**src/include/dtmr_regs.svh**
```systemverilog
`ifndef DTMR_REGS_SVH
`define DTMR_REGS_SVH
// Register offsets (plain port, 4-bit address)
`define DTMR_OFF_CTRL0    4'h0
`define DTMR_OFF_CMP0     4'h1
`define DTMR_OFF_CTRL1    4'h2
`define DTMR_OFF_CMP1     4'h3
`define DTMR_OFF_IRQ_STAT 4'h4
`define DTMR_OFF_IRQ_MASK 4'h5
`define DTMR_OFF_COUNT0   4'h6
`define DTMR_OFF_COUNT1   4'h7
// Channel control fields
`define DTMR_CTRL_MODE_LSB 0
`define DTMR_CTRL_RUN_BIT  3
`define DTMR_CTRL_CLK_LSB  4
`define DTMR_CTRL_FF_BIT   7
// Reset values
`define DTMR_CTRL_RST      8'h00
`define DTMR_CMP_RST       8'hFF
`define DTMR_MASK_RST      2'h0
// Prescaler stage taps (bit index of a free-running divider)
`define DTMR_TAP_DIV2048   10
`define DTMR_TAP_DIV128    6
`define DTMR_TAP_DIV32     4
`define DTMR_TAP_DIV8      2
`define DTMR_TAP_DIV2      0
`define DTMR_PRE_W         11
`endif

```
**src/include/dtmr_pkg.sv**
```systemverilog
package dtmr_pkg;
    // Mode select field encodings
    typedef enum logic [2:0] {
        DTMR_MODE_TIMER = 3'h0,
        DTMR_MODE_DIV   = 3'h1
    } dtmr_mode_t;

    // Clock select field encodings
    typedef enum logic [2:0] {
        DTMR_CK_D2048 = 3'h0,
        DTMR_CK_D128  = 3'h1,
        DTMR_CK_D32   = 3'h2,
        DTMR_CK_D8    = 3'h3,
        DTMR_CK_SLOW  = 3'h4,
        DTMR_CK_D2    = 3'h5,
        DTMR_CK_FULL  = 3'h6,
        DTMR_CK_PIN   = 3'h7
    } dtmr_clk_t;

    // Channel control register layout
    typedef struct packed {
        logic       ff_preset;
        dtmr_clk_t  clk_sel;
        logic       run;
        logic [2:0] mode;
    } dtmr_ctrl_t;

    // Register port request
    typedef struct packed {
        logic [3:0] addr;
        logic [7:0] wdata;
        logic       wr;
        logic       rd;
    } dtmr_bus_t;
endpackage : dtmr_pkg

```
**src/verilog/dtmr_top.sv**
```systemverilog
// Overview of operation
// - Timer mode counts internal clock; match raises interrupt, clears, resumes.
// - Compare register has no shadow; a write takes effect at once.
// - Event mode counts input falling edges; match interrupts, clears, counts on.
// - Divider mode toggles flip-flop on match, clears, interrupts; 50% square wave.
// - Divider pin always shows inverse of the output flip-flop.
// - Software loads the flip-flop via preset bit; reset clears it to 0.
// - Stop holds pin level; change flip-flop only in a later write.
// - Mode 000 is timer/event counter, 001 is divider output.
// - Run bit 0 stops and clears the counter; 1 starts counting.
//
// Local design decisions: the placing of the registers and strobed register access.
`include "dtmr_regs.svh"
`default_nettype none
module dtmr_top
    import dtmr_pkg::*;
(
    input  wire logic       clk_i,
    input  wire logic       resetn_i,
    input  wire logic       clk_en_i,
    input  wire dtmr_bus_t  bus_i,
    output var  logic [7:0] rdata_o,
    input  wire logic       slow_clk_i,
    input  wire logic [1:0] event_input_pin_i,
    output var  logic [1:0] divider_output_pin_o,
    output var  logic       irq_o
);
    // ------------------------------------------------------------
    // Input synchronisers
    // ------------------------------------------------------------
    logic [1:0] ev_s1_q;
    logic [1:0] ev_s2_q;
    logic [1:0] ev_s3_q;
    logic       sl_s1_q;
    logic       sl_s2_q;
    logic       sl_s3_q;

    // Pins are asynchronous: two flops before use, a third for edge detection
    always_ff @(posedge clk_i or negedge resetn_i)
    begin
        if (!resetn_i)
        begin
            ev_s1_q <= 2'h3;
            ev_s2_q <= 2'h3;
            ev_s3_q <= 2'h3;
            sl_s1_q <= 1'h0;
            sl_s2_q <= 1'h0;
            sl_s3_q <= 1'h0;
        end
        else if (clk_en_i)
        begin
            ev_s1_q <= event_input_pin_i;
            ev_s2_q <= ev_s1_q;
            ev_s3_q <= ev_s2_q;
            sl_s1_q <= slow_clk_i;
            sl_s2_q <= sl_s1_q;
            sl_s3_q <= sl_s2_q;
        end
    end

    // ------------------------------------------------------------
    // Prescaler
    // ------------------------------------------------------------
    logic [`DTMR_PRE_W-1:0] pre_q;
    logic [`DTMR_PRE_W-1:0] pre_d;
    logic [`DTMR_PRE_W-1:0] pre_rise;
    logic                   slow_rise;

    assign pre_d     = pre_q + `DTMR_PRE_W'(1);
    assign pre_rise  = pre_d & ~pre_q;
    assign slow_rise = sl_s2_q & ~sl_s3_q;

    // Free-running divider; each bit's rising edge is one tap tick
    always_ff @(posedge clk_i or negedge resetn_i)
    begin
        if (!resetn_i)
            pre_q <= '0;
        else if (clk_en_i)
            pre_q <= pre_d;
    end

    // ------------------------------------------------------------
    // Register file
    // ------------------------------------------------------------
    dtmr_ctrl_t ctrl_q [2];
    logic [7:0] cmp_q  [2];
    logic [7:0] cnt_q  [2];
    logic [1:0] ff_q;
    logic [1:0] match;
    logic [1:0] stat_q;
    logic [1:0] mask_q;
    logic       wr_ctrl [2];
    logic       wr_cmp  [2];

    assign wr_ctrl[0] = bus_i.wr && bus_i.addr == `DTMR_OFF_CTRL0;
    assign wr_ctrl[1] = bus_i.wr && bus_i.addr == `DTMR_OFF_CTRL1;
    assign wr_cmp[0]  = bus_i.wr && bus_i.addr == `DTMR_OFF_CMP0;
    assign wr_cmp[1]  = bus_i.wr && bus_i.addr == `DTMR_OFF_CMP1;

    genvar g;
    generate
        for (g = 0; g < 2; g++)
        begin : g_chan
            logic tick;
            logic running;
            logic is_div;

            assign running = ctrl_q[g].run;
            assign is_div  = ctrl_q[g].mode == DTMR_MODE_DIV;

            // Clock source selection
            always_comb
            begin
                unique case (ctrl_q[g].clk_sel)
                    DTMR_CK_D2048: tick = pre_rise[`DTMR_TAP_DIV2048];
                    DTMR_CK_D128:  tick = pre_rise[`DTMR_TAP_DIV128];
                    DTMR_CK_D32:   tick = pre_rise[`DTMR_TAP_DIV32];
                    DTMR_CK_D8:    tick = pre_rise[`DTMR_TAP_DIV8];
                    DTMR_CK_SLOW:  tick = slow_rise;
                    DTMR_CK_D2:    tick = pre_rise[`DTMR_TAP_DIV2];
                    DTMR_CK_FULL:  tick = 1'b1;
                    DTMR_CK_PIN:   tick = ev_s3_q[g] & ~ev_s2_q[g];
                endcase
            end

            // Match uses the live compare value, no shadow stage
            assign match[g] = running && tick && cnt_q[g] == cmp_q[g];

            // Control and compare registers
            always_ff @(posedge clk_i or negedge resetn_i)
            begin
                if (!resetn_i)
                begin
                    ctrl_q[g] <= dtmr_ctrl_t'(`DTMR_CTRL_RST);
                    cmp_q[g]  <= `DTMR_CMP_RST;
                end
                else if (clk_en_i)
                begin
                    if (wr_ctrl[g])
                        ctrl_q[g] <= dtmr_ctrl_t'(bus_i.wdata);
                    if (wr_cmp[g])
                        cmp_q[g] <= bus_i.wdata;
                end
            end

            // Up-counter: independent per channel
            always_ff @(posedge clk_i or negedge resetn_i)
            begin
                if (!resetn_i)
                    cnt_q[g] <= 8'h00;
                else if (clk_en_i)
                begin
                    if (!running)
                        cnt_q[g] <= 8'h00;
                    else if (match[g])
                        cnt_q[g] <= 8'h00;
                    else if (tick)
                        cnt_q[g] <= cnt_q[g] + 8'h01;
                end
            end

            // Output flip-flop: preset by software while stopped, toggles on match in divider mode only
            always_ff @(posedge clk_i or negedge resetn_i)
            begin
                if (!resetn_i)
                    ff_q[g] <= 1'b0;
                else if (clk_en_i)
                begin
                    if (wr_ctrl[g] && !bus_i.wdata[`DTMR_CTRL_RUN_BIT] && !running)
                        ff_q[g] <= bus_i.wdata[`DTMR_CTRL_FF_BIT];
                    else if (wr_ctrl[g] && !running)
                        ff_q[g] <= bus_i.wdata[`DTMR_CTRL_FF_BIT];
                    else if (match[g] && is_div)
                        ff_q[g] <= ~ff_q[g];
                end
            end

            // Pin is the inverse of the flip-flop, registered
            always_ff @(posedge clk_i or negedge resetn_i)
            begin
                if (!resetn_i)
                    divider_output_pin_o[g] <= 1'b1;
                else if (clk_en_i)
                    divider_output_pin_o[g] <= ~ff_q[g];
            end
        end
    endgenerate

    // ------------------------------------------------------------
    // Interrupts
    // ------------------------------------------------------------
    // Sticky status; a match in the clearing cycle wins
    always_ff @(posedge clk_i or negedge resetn_i)
    begin
        if (!resetn_i)
        begin
            stat_q <= 2'h0;
            mask_q <= `DTMR_MASK_RST;
        end
        else if (clk_en_i)
        begin
            if (bus_i.wr && bus_i.addr == `DTMR_OFF_IRQ_MASK)
                mask_q <= bus_i.wdata[1:0];
            if (bus_i.wr && bus_i.addr == `DTMR_OFF_IRQ_STAT)
                stat_q <= (stat_q & ~bus_i.wdata[1:0]) | match;
            else
                stat_q <= stat_q | match;
        end
    end

    always_ff @(posedge clk_i or negedge resetn_i)
    begin
        if (!resetn_i)
            irq_o <= 1'b0;
        else if (clk_en_i)
            irq_o <= |(stat_q & mask_q);
    end

    // ------------------------------------------------------------
    // Read port
    // ------------------------------------------------------------
    // Data valid only in the cycle after the strobe; otherwise zero
    always_ff @(posedge clk_i or negedge resetn_i)
    begin
        if (!resetn_i)
            rdata_o <= 8'h00;
        else if (clk_en_i)
        begin
            rdata_o <= 8'h00;
            if (bus_i.rd)
            begin
                unique case (bus_i.addr)
                    `DTMR_OFF_CTRL0:    rdata_o <= {ff_q[0], ctrl_q[0][6:0]};
                    `DTMR_OFF_CMP0:     rdata_o <= cmp_q[0];
                    `DTMR_OFF_CTRL1:    rdata_o <= {ff_q[1], ctrl_q[1][6:0]};
                    `DTMR_OFF_CMP1:     rdata_o <= cmp_q[1];
                    `DTMR_OFF_IRQ_STAT: rdata_o <= {6'h00, stat_q};
                    `DTMR_OFF_IRQ_MASK: rdata_o <= {6'h00, mask_q};
                    `DTMR_OFF_COUNT0:   rdata_o <= cnt_q[0];
                    `DTMR_OFF_COUNT1:   rdata_o <= cnt_q[1];
                    default:            rdata_o <= 8'h00;
                endcase
            end
        end
    end
endmodule : dtmr_top
`default_nettype wire

```
**config.mk**
```make
export PLATFORM = sky130hd
export DESIGN_NAME = dtmr_top
export DESIGN_NICKNAME = d
export VERILOG_FILES = /design/src/include/dtmr_pkg.sv /design/src/verilog/dtmr_top.sv
export VERILOG_INCLUDE_DIRS = /design/src /design/src/include
export SDC_FILE = /design/constraint.sdc
export NUM_CORES = 1
export LEC_CHECK = 0
export BUFFER_PORTS_ARGS = -buffer_cell sky130_fd_sc_hd__buf_2
export CAP_MARGIN = 20
export CORE_MARGIN = 2
export CORE_UTILIZATION = 45
export CTS_BUF_LIST = sky130_fd_sc_hd__clkbuf_2
export CTS_CLUSTER_SIZE = 10
export DETAILED_ROUTE_END_ITERATION = 8
export HOLD_SLACK_MARGIN = 0.1
export PLACE_DENSITY = 0.71
export SYNTH_ARGS = -nofsm -noshare
export SYNTH_HDL_FRONTEND = slang
export SYNTH_SLANG_ARGS = --single-unit
```
**constraint.sdc**
```tcl
create_clock -name clk_i -period 3.6 [get_ports clk_i]
set_clock_uncertainty 0.1 [all_clocks]
set_input_delay 0.72 -clock clk_i [delete_from_list [all_inputs] [get_ports clk_i]]
set_output_delay 0.72 -clock clk_i [all_outputs]
set_load 0.01 [all_outputs]
```
# After elaboration in Yosys (flattened, before gate mapping)
# Cells that the tools add are included.
[totals]
mem_count = 0
latch_bits = 0
inputBits = 20
ram_bits = 0
ff_bits = 83
wordCells = 123
rom_bits = 0
[op_classes]
bitwise = 15
n_reduce_logical = 36
div_mod_pow = 0
addsub = 3
n_mux = 17
n_mul = 0
n_eq_ne = 27
n_lt_le_gt_ge = 0
shifts = 0
[op_table]
columns = ["operator", "n"]
rows = [
  ["8-bit case mux with 8 select lines", 1],
  ["8-bit 2-to-1 mux", 7],
  ["3-bit == test (second input constant)", 8],
  ["1-bit logical AND", 18],
  ["2-bit AND reduction", 9],
  ["8-bit by 1-bit adder with 8-bit output (second input constant)", 2],
  ["4-bit by 3-bit == test with 1-bit output (second input constant)", 4],
  ["8-bit == test", 2],
  ["1-bit case mux with 8 select lines", 2],
  ["3-bit by 1-bit == test with 1-bit output (second input constant)", 4],
  ["3-bit by 2-bit == test with 1-bit output (second input constant)", 4],
  ["11-bit by 1-bit adder with 11-bit output (second input constant)", 1],
  ["11-bit bitwise AND", 1],
  ["11-bit inverter", 1],
  ["4-bit by 2-bit == test with 1-bit output (second input constant)", 2],
  ["3-bit logical NOT", 2],
  ["1-bit 2-to-1 mux", 6],
  ["3-bit by 1-bit != test with 1-bit output (second input constant)", 2],
  ["3-bit nonzero test", 2],
  ["1-bit inverter", 5],
  ["2-bit bitwise AND", 2],
  ["4-bit by 1-bit == test with 1-bit output (second input constant)", 1],
  ["4-bit logical NOT", 1],
  ["2-bit bitwise OR", 2],
  ["other kinds (5)", 9],
]

# Logic depth before layout (Yosys ltp)
# Gate-level depths: netlist of run 1.
[depth]
ltp_word = 9
mapped_depth = 12

# Least setup slack after synthesis of run 1
# No wires, ideal clock.
[synth_path]
path_type = "reg2reg"
from = "reg pre_q[0]"
to = "reg cnt_q[5] in the netlist's numbering"
period_less_slack_ps = 2591
t_required_ps = 3366
t_arrival_ps = 2357
stages_incl_launch_ff = 13
slack_ps = 1009
setup_ps = 134
cell_sequence = "dfrtp_1 ha_1 and3_1 and3_1 and3_1 ha_1 mux4_1 nor2_1 a31o_2 buf_6 a211oi_1 xnor2_1 nor2_1"
[synth_via]
elab_chain_len = 7
[synth_lines]
columns = ["item", "line", "text"]
rows = [
  ["start: declaration", "dtmr_top.sv:64", "logic [`DTMR_PRE_W-1:0] pre_q;"],
  ["start signal: assignment", "dtmr_top.sv:79", "pre_q <= pre_d;"],
  ["11-bit by 1-bit adder with 11-bit output or 11-bit inverter (tied branches)", "dtmr_top.sv:69, dtmr_top.sv:70", ""],
  ["11-bit bitwise AND *", "dtmr_top.sv:70", "assign pre_rise = pre_d & ~pre_q;"],
  ["1-bit case mux with 8 select lines *", "dtmr_top.sv:114", "unique case (ctrl_q[g].clk_sel)"],
  ["1-bit logical AND (2 in series)", "dtmr_top.sv:127", "assign match[g] = running && tick && cnt_q[g] == cmp_q[g];"],
  ["3-bit by 1-bit != test with 1-bit output (no source line) or 8-bit 2-to-1 mux (tied branches)", "-", ""],
  ["2-bit AND reduction (no source line) or 8-bit 2-to-1 mux (tied branches)", "-", ""],
  ["end signal: indexed assignment", "dtmr_top.sv:158", "cnt_q[g] <= cnt_q[g] + 8'h01;"],
  ["end: declaration", "dtmr_top.sv:87", "logic [7:0] cnt_q [2];"],
]
# Mark *: on every way between the ends. The rest lies on a longest branch, timed or not.
# A chain may end at the register's enable or synchronous reset.

# Worst setup path after layout of run 1
[layout_path]
from = "reg pre_q[0]"
to = "reg cnt_q[7] in the netlist's numbering"
# The elaborated chain is that of the path after synthesis.

==> metrics.yaml, run 1 <==
sta:
  finalSetupTns_ns: 0
  tightest_slew_ns: 0.759
  fin_crit_sh_pct: 81.2
  slew_headroom_pct: 49.3
  period_needed_ns: 2.92
  setup_viol: 0
  rsz0062_at_grt: "false"
  slew_viol_final: 0
  fmax_ghz: 0.342
  hold_viol: 0
detailed_routing:
  drtAntennaViolNets: 0
  drtIter0Drc: 212
  wl_per_cell_um: 17.2
  drt-total-wl_mm: 9.90
  drcViolationCount: 0
  vias: 3279
  vias_per_cell: 5.71
  drtPass1Iterations: 7
power:
  p_leak_nw: 2.12
  irDropWorstVdd_uv: 314
  power_density_nw_per_um2: 475
synth:
  synth_cells: 412
  ys_types: 56
  synthFlopType: "dfrtp_1"
  synth_fp_nets: 439
  async_reset_ff_share_pct: 100
  netlist_area_um2: 4440
  synth-edff-count: 0
  synth_area_per_cell_um2: 10.8
  yosysSeqAreaShare_pct: 47.5
  yosysWarnings: 0
  ys_ff_latch: 83
layout:
  final_util_pct: 49.8
  fillCellCount: 899
  final_common_cell: "dfrtp_1"
  synthToLayoutAreaGrowth_pct: 8.71
  register_area_um2: 2110
  multiInputGateArea_um2: 2200
  layout-drive-gt1-share_pct: 29.7
  n_antenna_cell: 0
  fin_nets: 463
  final_cell_mix: "dfrtp_1 (59), mux2_2 (44), nor2_1 (33), buf_2 (29), dfstp_2 (24)"
die:
  start_util_pct: 45.8
  dieArea_um2: 10700
  placementRows: 36
  core-area_um2: 9680
  ios: 31
  fp.dieH_um: 103
  die_w_um: 103
setup_path:
  worstSetupStartpoint: "pre_q[0]$_DFFE_PN0P_"
  timing.rr.end: "cnt_q[7]$_DFFE_PN0P_"
  rr_worst_depth: 11
  rrSetupSlack_ns: 0.68
  crit_type: "register to register"
  timing.rr.start: "pre_q[0]$_DFFE_PN0P_"
  crit_path_end_kind: "register"
  required_ns: 3.92
  worstPathMaxFanout: 11
  worstSetupEndpoint: "cnt_q[7]$_DFFE_PN0P_"
  cp-start-kind: "register"
  cp_data_arrival_time_ns: 3.25
clock_network:
  cts_buffers: 9
  ctsHtreeMaxLevel: 3
  cts-root-buf: "clkbuf_2"
  tritoncts: "yes"
  clock_sinks: 83
  insertion_delay_ns: 0.54
  cts_max_path_buffers: 2
  clk_pin_slew_worst_paths_ns: 0.23
placement:
  post-dp-hpwl_mm: 7.08
  port_buffers: 30
  gp_congestion: 0.912
global_routing:
  first_global_vias: 3283
  track_usage_pct: 20.4
  grt_max_degree: 84
  overflow: 0
  antenna_found_initial: 0
  grt_pass1_wl_mm: 16.7
run_status:
  status: "complete, no violations"
job:
  maxCapViolCount: 0
hold_path:
  hold_class: "input pin to register"
logic make-up (layout without fill, tap and decap cells):
group / Yosys count / after routing / synth area share [%]
adders and majority gates: 7 / 7 / 1.97
buffers and inverters: 30 / 59 / 2.88
and+or+nand+nor: 129 / 129 / 15.0
xor gates and xnor gates: 30 / 30 / 5.92
AOI/OAI and AO/OA: 79 / 79 / 12.4
DFF: 83 / 83 / 47.5
muxes: 54 / 54 / 14.4
state kept, by name, indices dropped and copies added (netlist names):
register	flops
cmp_q	16
ff_q	2
divider_output_pin_o	2
pre_q	11
sl_s1_q	1
ev_s3_q	2
cnt_q	16
irq_o	1
ev_s2_q	2
stat_q	2
sl_s3_q	1
rdata_o	8
ev_s1_q	2
mask_q	2
g_chan.running	2
sl_s2_q	1
ctrl_q	12
where the power goes:
part           switching, mW  internal (mW)  leakage (nW)
clock network          0.309          0.163        0.0672
logic                  0.258          0.254          1.05
registers              0.181           1.13          1.01
total                  0.747           1.54          2.12
layout make-up:
class                   count  share of cell area (%)
clock inverters             5                    1.12
repair buffers             34                    4.25
multi-input cells         299                    45.7
clock buffers              11                    1.14
flip-flops and latches     83                    43.7
inverters                   9                   0.700
well taps                 133                    3.45
through the flow:
step | hold WS [ns] | cells | cell area [um2] | power (mW) | worst slack, ns
2_1_floorplan | 0.324 | 412 | 4440 | 1.65 | 1.01
3_3_place_gp | 0.358 | 556 | 4680 | 1.80 | 0.758
3_5_place_dp | 0.358 | 556 | 4680 | 1.83 | 0.675
4_1_cts | 0.235 | 572 | 4790 | 2.30 | 0.656
5_1_grt | 0.271 | 574 | 4820 | 2.45 | 0.438
6_report | 0.292 | 574 | 4820 | 2.29 | 0.675
layer usage:
metal	vias to the layer above	global-route usage (%)	part of all wire, %
met3	20	2.89	5.6
met4	0	8.30	2.6
met2	104	32.0	46
li1	1554	-	-
met1	1601	28.6	46
met5	-	0	0
repair_timing:
action / CTS / global route
gates resized for setup: 0 / 0
hold buffers: 0 / 1
setup buffers: 0 / 0
endpoints found under the hold margin: 0 / 27
synthesized netlist by cell type (3+ instances only):
cell type / n / share of area [%]
dfrtp_1: 59 / 33
mux2_2: 44 / 11
nor2_1: 33 / 2.8
dfstp_2: 24 / 14
a21oi_1: 23 / 2.6
nand2_1: 23 / 1.9
nand3_1: 16 / 1.8
xor2_1: 16 / 3.2
xnor2_1: 14 / 2.8
a22oi_1: 10 / 1.7
clkbuf_1: 10 / 0.85
nand4_1: 10 / 1.4
o2bb2ai_1: 10 / 2.0
and3_1: 9 / 1.3
inv_1: 8 / 0.68
nor3_1: 8 / 0.90
ha_1: 7 / 2.0
mux2i_1: 7 / 1.6
nor2b_1: 7 / 0.99
o21ai_0: 6 / 0.68
or2_2: 5 / 0.71
buf_1: 4 / 0.34
o22ai_1: 4 / 0.56
a211o_1: 3 / 0.59
a31oi_1: 3 / 0.42
buf_2: 3 / 0.34
clkbuf_2: 3 / 0.34
nand3b_1: 3 / 0.51
nor3b_1: 3 / 0.51
nor4_1: 3 / 0.42
worst max-delay path: stages (launching register included):
cell     delay, ns
dfrtp_1       0.50
ha_1          0.21
and3_1        0.18
and3_1        0.20
and3_1        0.16
ha_1          0.15
mux4_1        0.21
nor2_1        0.04
a31o_2        0.29
or2_2         0.34
a21oi_1       0.36
nor2_1        0.09
worst min-delay path by stage:
stage	from	to	slack [ns]	cells after the start
after floorplan	resetn_i	cnt_q[0]$_DFFE_PN0P_	0.32	0
after global placement	pre_q[8]$_DFFE_PN0P_	pre_q[8]$_DFFE_PN0P_	0.36	1
after detailed placement	pre_q[8]$_DFFE_PN0P_	pre_q[8]$_DFFE_PN0P_	0.36	1
after CTS	resetn_i	mask_q[1]$_DFFE_PN0P_	0.23	1
after global routing	slow_clk_i	sl_s1_q$_DFFE_PN0P_	0.27	2
final	slow_clk_i	sl_s1_q$_DFFE_PN0P_	0.29	2
(Power assumes the default switching activity.)
==> run 2, diff against run 1 <==
==> constraint.sdc (replaced) <==
create_clock -name clk_i -period 3 [get_ports clk_i]
set_clock_uncertainty 0.1 [all_clocks]
set_input_delay 0.6 -clock clk_i [delete_from_list [all_inputs] [get_ports clk_i]]
set_output_delay 0.6 -clock clk_i [all_outputs]
set_load 0.01 [all_outputs]
==> run 2 against run 1 <==
Net effect:
- via count shrank 0.12%
- flip-flop and latch count is the same
- worst setup slack worse by 0.46 ns
- global-route usage decreased by 0.92 points
- critical path depth is the same
- wire length is 0.71% lower
- sequential share of layout area increased by 0.057 points
- clock power is 0.8% higher
- largest cell class unchanged
==> metrics.yaml, run 2 (same netlist as run 1, synthesis figures left out) <==
clock_network:
  clk_pin_slew_worst_paths_ns: 0.22  # was 0.23 ns
  insertion_delay_ns: 0.54  # about the same
  cts_setup_buffers: 0  # unchanged
  cts_buffers: 9  # unchanged
  tritoncts: "yes"  # unchanged
  cts-root-buf: "clkbuf_2"  # unchanged
  clock_sinks: 83  # unchanged
  cts_max_path_buffers: 2  # unchanged
  ctsHtreeMaxLevel: 3  # unchanged
layout:
  final_common_cell: "dfrtp_1"  # unchanged
  top_regs: "cmp_q (16), cnt_q (16), ctrl_q (12)"  # unchanged
  n_antenna_cell: 0  # unchanged
  final_cell_area_um2: 4820  # about the same
  final_cell_mix: "dfrtp_1 (59), mux2_2 (44), nor2_1 (33), buf_2 (29), dfstp_2 (24)"  # unchanged
  layout-drive-gt1-share_pct: 30.5  # was 29.7%
  fin_nets: 465  # was 463
  synthToLayoutAreaGrowth_pct: 8.57  # was 8.71%
  final_cells: 576  # was 574
sta:
  tightest_slew_ns: 0.493  # was 0.759 ns
  fmax_ghz: 0.360  # was 0.342 GHz
  hold_viol: 0  # unchanged
  period_needed_ns: 2.78  # was 2.92 ns
  finalSetupTns_ns: 0  # unchanged
  slew_headroom_pct: 67.1  # was 49.3%
  fin_crit_sh_pct: 92.7  # was 81.2%
  slew_viol_final: 0  # unchanged
  layout_setup_ws_ns: 0.219  # was 0.675 ns
  setup_viol: 0  # unchanged
  rsz0062_at_grt: "false"  # unchanged
placement:
  postPlaceCellArea_um2: 4720  # was 4680 um2
  post-dp-hpwl_mm: 7.19  # was 7.08 mm
  gp_congestion: 0.942  # was 0.912
  dpl.cell_count: 559  # was 556
  post-place-ws_ns: 0.141  # was 0.675 ns
  port_buffers: 30  # unchanged
detailed_routing:
  drtPass1Iterations: 5  # was 7
  top_layer_used: "met4"  # unchanged
  drcViolationCount: 0  # unchanged
  drtAntennaViolNets: 0  # unchanged
  vias_per_cell: 5.69  # was 5.71
  drtIter0Drc: 233  # was 212
  drt-total-wl_mm: 9.83  # was 9.90 mm
  dr_wl_met2_mm: 4.65  # was 4.51 mm
  vias: 3275  # was 3279
  wl_met1_mm: 4.44  # was 4.57 mm
  wl_met3_um: 568  # was 556 um
  wl_per_cell_um: 17.1  # was 17.2 um
setup_path:
  crit_type: "register to register"  # unchanged
  worstPathMaxFanout: 11  # unchanged
  worstSetupEndpoint: "cnt_q[6]$_DFFE_PN0P_"  # was cnt_q[7]$_DFFE_PN0P_
  cp_data_arrival_time_ns: 3.13  # was 3.25 ns
  crit_path_end_kind: "register"  # unchanged
  rrSetupSlack_ns: 0.22  # was 0.68 ns
  cp-start-kind: "register"  # unchanged
  timing.rr.end: "cnt_q[6]$_DFFE_PN0P_"  # was cnt_q[7]$_DFFE_PN0P_
  timing.rr.start: "pre_q[1]$_DFFE_PN0P_"  # was pre_q[0]$_DFFE_PN0P_
  rr_worst_depth: 11  # unchanged
  required_ns: 3.35  # was 3.92 ns
  worstSetupStartpoint: "pre_q[1]$_DFFE_PN0P_"  # was pre_q[0]$_DFFE_PN0P_
hold_path:
  hold_class: "input pin to register"  # unchanged
die:
  fp.dieH_um: 103  # unchanged
  die_w_um: 103  # unchanged
  ios: 31  # unchanged
  core-area_um2: 9680  # unchanged
  start_util_pct: 45.8  # unchanged
  placementRows: 36  # unchanged
  dieArea_um2: 10700  # unchanged
power:
  power_frac_seq_pct: 58.5  # was 57.1%
  p_leak_nw: 2.13  # was 2.12 nW
  combPwrFrac_pct: 23.6  # was 22.3%
  irDropWorstVdd_uv: 377  # was 314 uV
  pwr-share-clk_pct: 17.9  # was 20.6%
  power_density_nw_per_um2: 553  # was 475 nW/um2
  switching_share_pct: 33.2  # was 32.6%
  power.internal_mw: 1.78  # was 1.54 mW
  power.switching_uw: 883  # was 747 uW
global_routing:
  track_usage_pct: 19.5  # was 20.4%
  antenna_found_initial: 0  # unchanged
  grt_max_degree: 48  # was 84
  grt_pass1_wl_mm: 15.8  # was 16.7 mm
  overflow: 0  # unchanged
  first_global_vias: 3129  # was 3283
job:
  maxCapViolCount: 0  # unchanged
run_status:
  status: "complete, no violations"  # unchanged
## run 2: cell count changes in the layout (fill, tap and decap cells not counted)
| cell | change |
|---|---|
| a21oi_2 | +1 |
| clkinv_2 | +3 |
| bufinv_16 | -1 |
| clkinv_4 | -1 |
| buf_16 | -1 |
| clkbuf_2 | +1 |
| clkinvlp_4 | -1 |
| clkinv_1 | -1 |
| a21oi_1 | -1 |
| buf_12 | +2 |
| buf_4 | +1 |
## run 2: through the flow
stage / power (mW) / utilization [%] / hold WS, ns
2_1_floorplan: 1.98 / - / 0.204
3_3_place_gp: 2.18 / 48.8 / 0.358
3_5_place_dp: 2.20 / 48.8 / 0.369
4_1_cts: 2.68 / 49.7 / 0.158
5_1_grt: 2.84 / 49.7 / 0.144
6_report: 2.66 / 49.7 / 0.197
## run 2: cell type report
type,instances,area (um2)
fillers,877,4870
clock inverters,4,18.8
flip-flops and latches,83,2110
repair buffers,36,225
well taps,133,166
clock buffers,12,60.1
multi-input cells,299,2210
inverters,9,33.8
## run 2: what timing repair did
action | 4_1_cts | 5_1_grt
hold buffers | 1 | 0
hold endpoints to repair | 27 | 0
resized for setup | 0 | 1
setup endpoints to repair | 0 | 6
## run 2: worst min-delay path by stage
| stage | startpoint | slack, ns | endpoint | cells past startpoint |
|---|---|---|---|---|
| 2_1_floorplan | resetn_i | 0.20 | cnt_q[0]$_DFFE_PN0P_ | 0 |
| 3_3_place_gp | pre_q[8]$_DFFE_PN0P_ | 0.36 | pre_q[8]$_DFFE_PN0P_ | 1 |
| 3_5_place_dp | rdata_o[3]$_DFFE_PN0P_ | 0.37 | rdata_o[3]$_DFFE_PN0P_ | 1 |
| 4_1_cts | event_input_pin_i[1] | 0.16 | ev_s1_q[1]$_DFFE_PN1P_ | 2 |
| 5_1_grt | slow_clk_i | 0.14 | sl_s1_q$_DFFE_PN0P_ | 2 |
| 6_report | event_input_pin_i[1] | 0.20 | ev_s1_q[1]$_DFFE_PN1P_ | 2 |
## run 2: per-layer routing
layer | GRT usage [%] | vias up
met5 | 0 | -
met3 | 4.50 | 14
li1 | - | 1555
met2 | 31.8 | 100
met1 | 25.9 | 1606
met4 | 6.07 | 0
## run 2: worst max-delay path, cell delays in order (launching register included)
cell	delay [ns]
dfrtp_1	0.45
ha_1	0.21
and3_1	0.16
and3_1	0.20
and3_1	0.17
ha_1	0.18
mux4_1	0.47
nor2_1	0.12
a31o_2	0.25
or2_2	0.19
a21oi_2	0.10
nor2_1	0.13
## run 2: power by group through the flow
| stage | Sequential, mW | Combinational (mW) | Clock, mW |
|---|---|---|---|
| 2_1_floorplan | 1.52 | 0.466 | 0 |
| 3_3_place_gp | 1.57 | 0.610 | 0 |
| 3_5_place_dp | 1.58 | 0.626 | 0 |
| 4_1_cts | 1.56 | 0.631 | 0.493 |
| 5_1_grt | 1.59 | 0.708 | 0.543 |
| 6_report | 1.56 | 0.628 | 0.476 |
